**config.mk**
```make
export PLATFORM = sky130hd
export DESIGN_NAME = mrsm_top
export DESIGN_NICKNAME = d
export VERILOG_FILES = /design/src/mrsm_pkg.sv /design/src/mrsm_alu.sv /design/src/mrsm_top.sv
export SDC_FILE = /design/constraint.sdc
export NUM_CORES = 2
export LEC_CHECK = 0
export BUFFER_PORTS_ARGS = -buffer_cell sky130_fd_sc_hd__buf_2
export CAP_MARGIN = 20
export CORE_MARGIN = 2
export CORE_UTILIZATION = 45
export CTS_BUF_LIST = sky130_fd_sc_hd__clkbuf_4 sky130_fd_sc_hd__clkbuf_8
export CTS_CLUSTER_SIZE = 10
export DETAILED_ROUTE_END_ITERATION = 8
export PLACE_DENSITY = 0.64
export SYNTH_ARGS = -nofsm -noshare
export SYNTH_HDL_FRONTEND = slang
export SYNTH_SLANG_ARGS = --single-unit
```
**constraint.sdc**
```tcl
create_clock -name sys_clk_i -period 14.8 [get_ports sys_clk_i]
set_input_delay 2.96 -clock sys_clk_i [delete_from_list [all_inputs] [get_ports sys_clk_i]]
set_output_delay 2.96 -clock sys_clk_i [all_outputs]
set_load 0.02 [all_outputs]
```
**src/mrsm_pkg.sv**
```systemverilog
// shared constants and types for the reverse-subtract multiply-accumulate block
package mrsm_pkg;

  // ===========================================================
  // widths
  localparam int DATA_W = 16;
  localparam int PROD_W = 32;
  localparam int ACC_W  = 40;
  localparam int FULL_W = 42;
  localparam int ADDR_W = 8;
  localparam int PMOD_W = 3;

  // ===========================================================
  // instruction encoding
  localparam logic [7:0] OPC_FIRST = 8'h93;
  localparam logic [7:0] OPC_PLAIN = 8'h38;
  localparam logic [7:0] OPC_ROUND = 8'hB9;
  localparam int BYTE0_LSB = 24;
  localparam int BYTE2_LSB = 8;
  localparam int IDX_MOD_LSB = 5;
  localparam int GEN_MOD_LSB = 0;

  // pointer modification codes
  localparam logic [PMOD_W-1:0] PMOD_NONE = 3'h0;
  localparam logic [PMOD_W-1:0] PMOD_INC  = 3'h1;
  localparam logic [PMOD_W-1:0] PMOD_DEC  = 3'h2;
  localparam logic [PMOD_W-1:0] PMOD_ADD  = 3'h3;
  localparam logic [PMOD_W-1:0] PMOD_SUB  = 3'h4;

  // ===========================================================
  // arithmetic constants
  localparam logic [ACC_W-1:0] ROUND_CONST = 40'h00_0000_8000;
  localparam logic [ACC_W-1:0] SAT_MAX     = 40'h7F_FFFF_FFFF;
  localparam logic [ACC_W-1:0] SAT_MIN     = 40'h80_0000_0000;
  localparam int LOW_WORD_W = 16;
  localparam int EXT_LSB    = 31;

  // ===========================================================
  // register map (byte addresses)
  localparam logic [ADDR_W-1:0] ADDR_INSTR  = 8'h00;
  localparam logic [ADDR_W-1:0] ADDR_STATUS = 8'h04;
  localparam logic [ADDR_W-1:0] ADDR_ACC_LO = 8'h08;
  localparam logic [ADDR_W-1:0] ADDR_ACC_HI = 8'h0C;
  localparam logic [ADDR_W-1:0] ADDR_IDX    = 8'h10;
  localparam logic [ADDR_W-1:0] ADDR_GEN    = 8'h14;
  localparam logic [ADDR_W-1:0] ADDR_STEP   = 8'h18;
  localparam logic [ADDR_W-1:0] ADDR_MEM    = 8'h40;

  // status layout
  localparam int ST_FLAG_LSB = 0;
  localparam int ST_LIM_BIT  = 5;
  localparam int ST_SOV_BIT  = 3;
  localparam int ST_BAD_BIT  = 8;
  localparam int ST_BUSY_BIT = 9;

  localparam logic [31:0] INSTR_RESET = 32'h0000_0000;

  // ===========================================================
  // types
  typedef enum logic {MRSM_MODE_PLAIN, MRSM_MODE_ROUND} mrsm_mode_t;

  typedef struct packed {
    logic ovf;
    logic lim;
    logic ext;
    logic sov;
    logic cy;
    logic z;
    logic n;
  } mrsm_flags_t;

  typedef struct packed {
    logic [ACC_W-1:0] acc;
    mrsm_flags_t      flags;
  } mrsm_alu_res_t;

endpackage

```
**src/mrsm_alu.sv**
```systemverilog
// combinational multiply, reverse subtract, round and saturate stage
`timescale 1ns/1ps
`default_nettype none
module mrsm_alu (
  input  wire mrsm_pkg::mrsm_mode_t   mode_i,
  input  wire logic [15:0]            op1_i,
  input  wire logic [15:0]            op2_i,
  input  wire logic [39:0]            acc_i,
  input  wire mrsm_pkg::mrsm_flags_t  flags_i,
  output var  mrsm_pkg::mrsm_alu_res_t res_o
);
  import mrsm_pkg::*;

  logic        [PROD_W-1:0] uprod;
  logic signed [PROD_W:0]   sprod;
  logic signed [FULL_W-1:0] prod_ext;
  logic signed [FULL_W-1:0] acc_ext;
  logic signed [FULL_W-1:0] full;
  logic                     ovf;
  logic        [ACC_W-1:0]  res;

  always_comb begin
    uprod = op1_i * op2_i;
    sprod = $signed({1'b0, op1_i}) * $signed(op2_i);
    if (mode_i == MRSM_MODE_ROUND) begin
      prod_ext = {{(FULL_W-PROD_W-1){sprod[PROD_W]}}, sprod};
    end else begin
      prod_ext = {{(FULL_W-PROD_W){1'b0}}, uprod};
    end
    acc_ext = {{(FULL_W-ACC_W){acc_i[ACC_W-1]}}, acc_i};
    full    = prod_ext - acc_ext;
    if (mode_i == MRSM_MODE_ROUND) begin
      full = full + $signed({{(FULL_W-ACC_W){1'b0}}, ROUND_CONST});
    end
    // range check on the untruncated value
    ovf = !((&full[FULL_W-1:ACC_W-1]) || !(|full[FULL_W-1:ACC_W-1]));
    if (ovf) begin
      res = full[FULL_W-1] ? SAT_MIN : SAT_MAX;
    end else begin
      res = full[ACC_W-1:0];
    end
    if (mode_i == MRSM_MODE_ROUND) begin
      res[LOW_WORD_W-1:0] = '0;
    end
    res_o.acc       = res;
    res_o.flags.ovf = ovf;
    res_o.flags.lim = flags_i.lim | ovf;
    res_o.flags.ext = !((&res[ACC_W-1:EXT_LSB]) ||
                        !(|res[ACC_W-1:EXT_LSB]));
    res_o.flags.sov = flags_i.sov | ovf;
    res_o.flags.cy  = prod_ext[ACC_W-1:0] < acc_i;
    res_o.flags.z   = (res == '0);
    res_o.flags.n   = res[ACC_W-1];
  end

endmodule // mrsm_alu
`default_nettype wire

```
**src/mrsm_top.sv**
```systemverilog
// reverse-subtract multiply-accumulate with parallel move, APB slave
// Overview of operation
// - plain: unsigned 16x16 full product
// - plain: zero-extend 32-bit product
// - plain: product minus accumulator into accumulator
// - round: unsigned times signed, signed product
// - round: sign-extend product, subtract accumulator
// - round: add 8000h before write-back
// - round: clear accumulator low word
// - copy index-pointed word to another word
// - destination follows index pointer modification
// - overflow flag on out-of-range result
// - saturate; sticky limit flag on saturation
// - extension flag when extension part used
// - sticky overflow set, cleared here only by writing one to its status bit
// - carry flag on subtraction borrow
// - zero flag on zero result
// - negative flag copies result msb
// - decode 93h first byte, 38h/B9h third
//
// Our own choices: the placing of the registers and the APB register port.
`timescale 1ns/1ps
`default_nettype none
module mrsm_top #(
  parameter int DEPTH = 16,
  parameter int PTR_W = 4
) (
  input  wire logic                         sys_clk_i,
  input  wire logic                         srst_i,
  input  wire logic                         psel_i,
  input  wire logic                         penable_i,
  input  wire logic                         pwrite_i,
  input  wire logic [mrsm_pkg::ADDR_W-1:0]  paddr_i,
  input  wire logic [31:0]                  pwdata_i,
  output var  logic                         pready_o,
  output var  logic [31:0]                  prdata_o,
  output var  logic                         pslverr_o,
  output var  logic [mrsm_pkg::ACC_W-1:0]   accumulator_40_o,
  output var  mrsm_pkg::mrsm_flags_t        flags_o,
  output var  logic                         done_o
);
  import mrsm_pkg::*;

  // ===========================================================
  // decode helpers
  function automatic logic mem_hit(input logic [ADDR_W-1:0] a);
    logic [ADDR_W-1:0] off;
    off = a - ADDR_MEM;
    mem_hit = (a >= ADDR_MEM) && (a[1:0] == 2'h0) &&
              (int'(off >> 2) < DEPTH);
  endfunction

  function automatic logic [PTR_W-1:0] mem_idx(input logic [ADDR_W-1:0] a);
    logic [ADDR_W-1:0] off;
    off = a - ADDR_MEM;
    mem_idx = off[PTR_W+1:2];
  endfunction

  function automatic logic reg_hit(input logic [ADDR_W-1:0] a);
    reg_hit = (a == ADDR_INSTR) || (a == ADDR_STATUS) ||
              (a == ADDR_ACC_LO) || (a == ADDR_ACC_HI) ||
              (a == ADDR_IDX) || (a == ADDR_GEN) ||
              (a == ADDR_STEP) || mem_hit(a);
  endfunction

  // both variants share the first opcode byte
  function automatic logic opc_valid(input logic [31:0] w);
    logic [7:0] opc_hi;
    logic [7:0] opc_mid;
    opc_hi    = w[BYTE0_LSB +: 8];
    opc_mid   = w[BYTE2_LSB +: 8];
    opc_valid = (opc_hi == OPC_FIRST) &&
                ((opc_mid == OPC_PLAIN) || (opc_mid == OPC_ROUND));
  endfunction

  function automatic logic [PTR_W-1:0] ptr_mod(
    input logic [PTR_W-1:0]  p,
    input logic [PMOD_W-1:0] code,
    input logic [PTR_W-1:0]  step);
    // pointers wrap modulo 2**PTR_W, the pointer width
    case (code)
      PMOD_INC: ptr_mod = p + PTR_W'(1);
      PMOD_DEC: ptr_mod = p - PTR_W'(1);
      PMOD_ADD: ptr_mod = p + step;
      PMOD_SUB: ptr_mod = p - step;
      default:  ptr_mod = p;
    endcase
  endfunction

  // ===========================================================
  // state
  typedef enum logic {ST_IDLE, ST_EXEC} mrsm_state_t;

  mrsm_state_t         st_r,      st_nxt;
  logic                pready_r,  pready_nxt;
  logic [31:0]         prdata_r,  prdata_nxt;
  logic                pslverr_r, pslverr_nxt;
  logic [31:0]         instr_r,   instr_nxt;
  logic [ACC_W-1:0]    acc_r,     acc_nxt;
  mrsm_flags_t         flags_r,   flags_nxt;
  logic                bad_r,     bad_nxt;
  logic                done_r,    done_nxt;
  logic [PTR_W-1:0]    idx_r,     idx_nxt;
  logic [PTR_W-1:0]    gen_r,     gen_nxt;
  logic [PTR_W-1:0]    step_r,    step_nxt;
  logic [DATA_W-1:0]   mem_r      [DEPTH];
  logic [DATA_W-1:0]   mem_nxt    [DEPTH];

  logic                acc_taken;
  logic                wr_en;
  logic                exec;
  logic [7:0]          op_third;
  logic [PTR_W-1:0]    dest_ptr;
  mrsm_mode_t          mode;
  mrsm_alu_res_t       alu_res;
  logic [31:0]         rd_data;

  // ===========================================================
  // arithmetic stage
  mrsm_alu u_alu (
    .mode_i  (mode),
    .op1_i   (mem_r[idx_r]),
    .op2_i   (mem_r[gen_r]),
    .acc_i   (acc_r),
    .flags_i (flags_r),
    .res_o   (alu_res)
  );

  // ===========================================================
  // decode and read mux
  always_comb begin
    acc_taken = psel_i && penable_i && pready_r;
    wr_en     = acc_taken && pwrite_i;
    exec      = (st_r == ST_EXEC);
    op_third  = instr_r[BYTE2_LSB +: 8];
    mode      = (op_third == OPC_ROUND) ? MRSM_MODE_ROUND
                                        : MRSM_MODE_PLAIN;
    dest_ptr  = ptr_mod(idx_r, instr_r[IDX_MOD_LSB +: PMOD_W],
                        step_r);
    rd_data   = 32'h0000_0000;
    if (mem_hit(paddr_i)) begin
      rd_data[DATA_W-1:0] = mem_r[mem_idx(paddr_i)];
    end else begin
      case (paddr_i)
        ADDR_INSTR:  rd_data = instr_r;
        ADDR_STATUS: begin
          rd_data[ST_FLAG_LSB +: 7] = flags_r;
          rd_data[ST_BAD_BIT]       = bad_r;
          rd_data[ST_BUSY_BIT]      = exec;
        end
        ADDR_ACC_LO: rd_data = acc_r[31:0];
        ADDR_ACC_HI: rd_data[ACC_W-33:0] = acc_r[ACC_W-1:32];
        ADDR_IDX:    rd_data[PTR_W-1:0] = idx_r;
        ADDR_GEN:    rd_data[PTR_W-1:0] = gen_r;
        ADDR_STEP:   rd_data[PTR_W-1:0] = step_r;
        default:     rd_data = 32'h0000_0000;
      endcase
    end
  end

  // ===========================================================
  // bus response next values
  always_comb begin
    pready_nxt  = 1'b0;
    prdata_nxt  = prdata_r;
    pslverr_nxt = 1'b0;
    // one wait state; held off while an instruction executes
    if (psel_i && penable_i && !pready_r && !exec) begin
      pready_nxt  = 1'b1;
      pslverr_nxt = !reg_hit(paddr_i);
      prdata_nxt  = pwrite_i ? 32'h0000_0000 : rd_data;
    end
  end

  // read data holds its value between answers
  always_ff @(posedge sys_clk_i) begin
    if (srst_i) begin
      pready_r  <= 1'b0;
      prdata_r  <= 32'h0000_0000;
      pslverr_r <= 1'b0;
    end else begin
      pready_r  <= pready_nxt;
      prdata_r  <= prdata_nxt;
      pslverr_r <= pslverr_nxt;
    end
  end

  // ===========================================================
  // control and datapath next values
  always_comb begin
    st_nxt      = st_r;
    instr_nxt   = instr_r;
    acc_nxt     = acc_r;
    flags_nxt   = flags_r;
    bad_nxt     = bad_r;
    done_nxt    = 1'b0;
    idx_nxt     = idx_r;
    gen_nxt     = gen_r;
    step_nxt    = step_r;
    if (wr_en) begin
      case (paddr_i)
        ADDR_INSTR: begin
          instr_nxt = pwdata_i;
          if (opc_valid(pwdata_i)) begin
            st_nxt  = ST_EXEC;
            bad_nxt = 1'b0;
          end else begin
            bad_nxt = 1'b1;
          end
        end
        ADDR_STATUS: begin
          // write one to clear the sticky bits
          if (pwdata_i[ST_LIM_BIT]) flags_nxt.lim = 1'b0;
          if (pwdata_i[ST_SOV_BIT]) flags_nxt.sov = 1'b0;
          if (pwdata_i[ST_BAD_BIT]) bad_nxt = 1'b0;
        end
        ADDR_ACC_LO: acc_nxt[31:0] = pwdata_i;
        ADDR_ACC_HI: acc_nxt[ACC_W-1:32] = pwdata_i[ACC_W-33:0];
        ADDR_IDX:    idx_nxt = pwdata_i[PTR_W-1:0];
        ADDR_GEN:    gen_nxt = pwdata_i[PTR_W-1:0];
        ADDR_STEP:   step_nxt = pwdata_i[PTR_W-1:0];
        default:     ;
      endcase
    end
    case (st_r)
      ST_IDLE: ;
      ST_EXEC: begin
        // set wins over any clear in the same cycle
        acc_nxt   = alu_res.acc;
        flags_nxt = alu_res.flags;
        idx_nxt   = dest_ptr;
        gen_nxt   = ptr_mod(gen_r, instr_r[GEN_MOD_LSB +: PMOD_W],
                            step_r);
        done_nxt  = 1'b1;
        st_nxt    = ST_IDLE;
      end
      default: st_nxt = ST_IDLE;
    endcase
  end

  // ===========================================================
  // memory words
  generate
    for (genvar i = 0; i < DEPTH; i++) begin : g_mem
      always_comb begin
        // a bus write never meets an executing instruction
        mem_nxt[i] = mem_r[i];
        if (wr_en && mem_hit(paddr_i) &&
            mem_idx(paddr_i) == PTR_W'(i)) begin
          mem_nxt[i] = pwdata_i[DATA_W-1:0];
        end
        if (exec && dest_ptr == PTR_W'(i)) begin
          mem_nxt[i] = mem_r[idx_r];
        end
      end
      always_ff @(posedge sys_clk_i) begin
        if (srst_i) begin
          mem_r[i] <= '0;
        end else begin
          mem_r[i] <= mem_nxt[i];
        end
      end
    end
  endgenerate

  // ===========================================================
  // registers
  always_ff @(posedge sys_clk_i) begin
    if (srst_i) begin
      st_r      <= ST_IDLE;
      instr_r   <= INSTR_RESET;
      acc_r     <= '0;
      flags_r   <= '0;
      bad_r     <= 1'b0;
      done_r    <= 1'b0;
      idx_r     <= '0;
      gen_r     <= '0;
      step_r    <= '0;
    end else begin
      st_r      <= st_nxt;
      instr_r   <= instr_nxt;
      acc_r     <= acc_nxt;
      flags_r   <= flags_nxt;
      bad_r     <= bad_nxt;
      done_r    <= done_nxt;
      idx_r     <= idx_nxt;
      gen_r     <= gen_nxt;
      step_r    <= step_nxt;
    end
  end

  // ===========================================================
  // outputs
  assign pready_o         = pready_r;
  assign prdata_o         = prdata_r;
  assign pslverr_o        = pslverr_r;
  assign accumulator_40_o = acc_r;
  assign flags_o          = flags_r;
  assign done_o           = done_r;

endmodule // mrsm_top
`default_nettype wire

```
==> metrics.yaml <==
status: "complete, no violations"
layout_common_cells: "nand2_1, inv_1, nor2_1"
required_ps: 15310
totalNegativeSetupSlack_ps: 0
p_leak_nw: 18.0
synth_nets: 4877
holdBufCountCts: 0
finalCriticalPeriod_ps: 13750
row_count: 110
cts-root-buf: "clkbuf_8"
grt_max_degree: 85
worst_pin_slew_ps: 1300
drive_gt1_frac: 0.149
antenna_found_initial: 2
cts_resized: 0
drtIter0Drc: 4440
ios: 127
area_delta_synth_final_pct: 7.67
wirelength_microns: 146000
power.total_mw: 4.82
power.density_nw_per_um2: 110
cts_sinks: 392
min_period_over_period: 0.929
ys_types: 101
ys_seq_area_frac: 0.255
synthCells: 4310
net-switching-power_mw: 2.14
setup_viol: 0
cts-buffers-inserted: 70
num_vias: 34000
die-area_sq_um: 93100
finalHoldViolCount: 0
yosysTopAreaCell: "edfxtp_1"
ys_warn_count: 0
synth-async-reset-ratio: 0
clockBufferDepth: 3
pwr-share-seq: 0.250
wl_per_cell_microns: 26.5
clock_power_share: 0.221
path_clk_slew_ps: 60
core_region_area_sq_um: 89900
die_y_microns: 305
p_int_mw: 2.68
ys.flop_type: "edfxtp_1"
sw_frac_of_total: 0.444
dpl.hpwl_microns: 106000
portBuffers: 126
fillers: 8389
dieWidth_microns: 305
startpoint_type: "flop"
grt_pass1_vias: 34000
path_class: "reg -> reg"
syn_area_per_cell_sq_um: 9.47
gp_congestion: 0.941
vias_per_cell: 6.16
netlist_area_sq_um: 40800
cts_max_level: 3
gr-usage-all-layers: 0.316
ys_ff_latch: 392
hold_slack_ps: 454
end_kind: "flop"
skew_ps: 52.0
cp_slowest_cell: "dfxtp_4"
hold_class: "reg -> reg"
rsz0062_at_grt: "no"
start_util: 0.454
cts_setup_buffers: 0
crit_fanout: 31
nNetsFinal: 4858
ys_top_cells_by_area: "edfxtp_1, fa_1, mux4_2"
synth_edf_count: 256
max-cap-violations: 0
combPwrFrac: 0.529
grt.overflow.total: 0
max_stage_delay_ps: 730
clk_latency_ps: 710
drc: 0
ant_nets: 0
path_common_cell: "inv_1"
drt_pass1_iterations: 7
peakVddDrop_v: 0.000139
report.final.slew_viol_count: 0
fmax_ghz: 0.0727
grt_pass1_wl_microns: 220000
yosysTopAreaCellShare: 0.188
final_cell_count_no_fill: 5522
cts_tree: "built"
final_common_cell: "nand2_1"
dpl.cell_count: 5394
worstPathArrival_ps: 14260
slew_headroom: 0.130
flip-flops by register name, summed over array words and instances (netlist names), 4 cells and up, named ones only:
| signal | count |
|---|---|
| prdata_o | 32 |
| accumulator_40_o | 40 |
| step_r | 4 |
| flags_o | 7 |
| mem_r | 256 |
| gen_r | 4 |
| instr_r | 32 |
| idx_r | 4 |
logic make-up (layout without fill, tap and decap cells):
kind of cell,count (synthesis),after routing,share of synthesized area
XOR/XNOR,124,124,0.0274
flip-flops,392,392,0.255
adder cells (fa/ha/maj),522,522,0.213
multiplexers,426,426,0.176
other,0,2,0
buffers and inverters,834,868,0.0780
AO/OA/AOI/OAI,720,720,0.112
AND/OR/NAND/NOR,1292,1292,0.138
layer usage:
layer | wire length, microns | global-route usage | vias to the layer above | part of all wire
met3 | 16900 | 0.0768 | 442 | 0.12
met4 | 8110 | 0.150 | 2 | 0.056
met1 | 55600 | 0.414 | 16600 | 0.38
li1 | - | - | 14800 | -
met2 | 65500 | 0.492 | 2162 | 0.45
met5 | 13 | 0 | - | 0.000089
cell type report:
cell class / instances / area (sq um) / share of cell area
inverter: 533 / 2000 / 0.0455
antenna: 2 / 5.00 / 0.000114
clock buffer: 93 / 1170 / 0.0267
tap: 1176 / 1470 / 0.0335
sequential: 392 / 10400 / 0.237
multi-input combinational: 3084 / 27300 / 0.621
timing repair buffer: 210 / 1340 / 0.0305
clock inverter: 32 / 219 / 0.00498
path summary, 6_finish.rpt:
| kind | start | to | slack (ps) | cells after the start |
|---|---|---|---|---|
| worst max-delay path | flop | accumulator_40_o[22]$_SDFFE_PP0P_ | 1050 | 45 |
| worst max register to register | flop | accumulator_40_o[22]$_SDFFE_PP0P_ | 1050 | 45 |
| worst min register to register | instr_r[28]$_SDFFE_PP0P_ | instr_r[28]$_SDFFE_PP0P_ | 450 | 2 |
| worst min-delay path | instr_r[28]$_SDFFE_PP0P_ | instr_r[28]$_SDFFE_PP0P_ | 450 | 2 |
Yosys cell counts (all sizes together) (76+ instances only):
library cell / number
a211oi: 76
a21oi: 320
clkbuf: 246
dfxtp: 136
edfxtp: 256
fa: 288
ha: 234
inv: 529
mux2i: 177
mux4: 232
nand2: 575
nor2: 419
o21ai: 88
xnor2: 78
power by group through the flow:
stage / Sequential [mW] / Clock (mW) / Combinational, mW
finish: 1.21 / 1.07 / 2.55
global route: 1.21 / 1.11 / 2.80
CTS: 1.21 / 1.06 / 2.52
detailed placement: 1.23 / 0 / 2.50
global placement: 1.23 / 0 / 2.51
floorplan: 1.22 / 0 / 1.81
critical path: cells and delay by family, from the launching register on:
kind,cells,cell delay (ps)
muxes,4,1890
DFF,1,730
buffers and inverters,8,1060
AOI/OAI and AO/OA,16,3610
and+or+nand+nor,7,2010
xor gates and xnor gates,2,340
adders and majority gates,8,3850
through the flow:
step	util	worst slack, ps	area (sq um)
3_5_place_dp	0.473	1170	42500
2_1_floorplan	-	2060	40800
6_report	0.489	1050	43900
4_1_cts	0.488	1100	43900
3_3_place_gp	0.472	1360	42500
5_1_grt	0.489	373	43900
(Power assumes the default switching activity.)
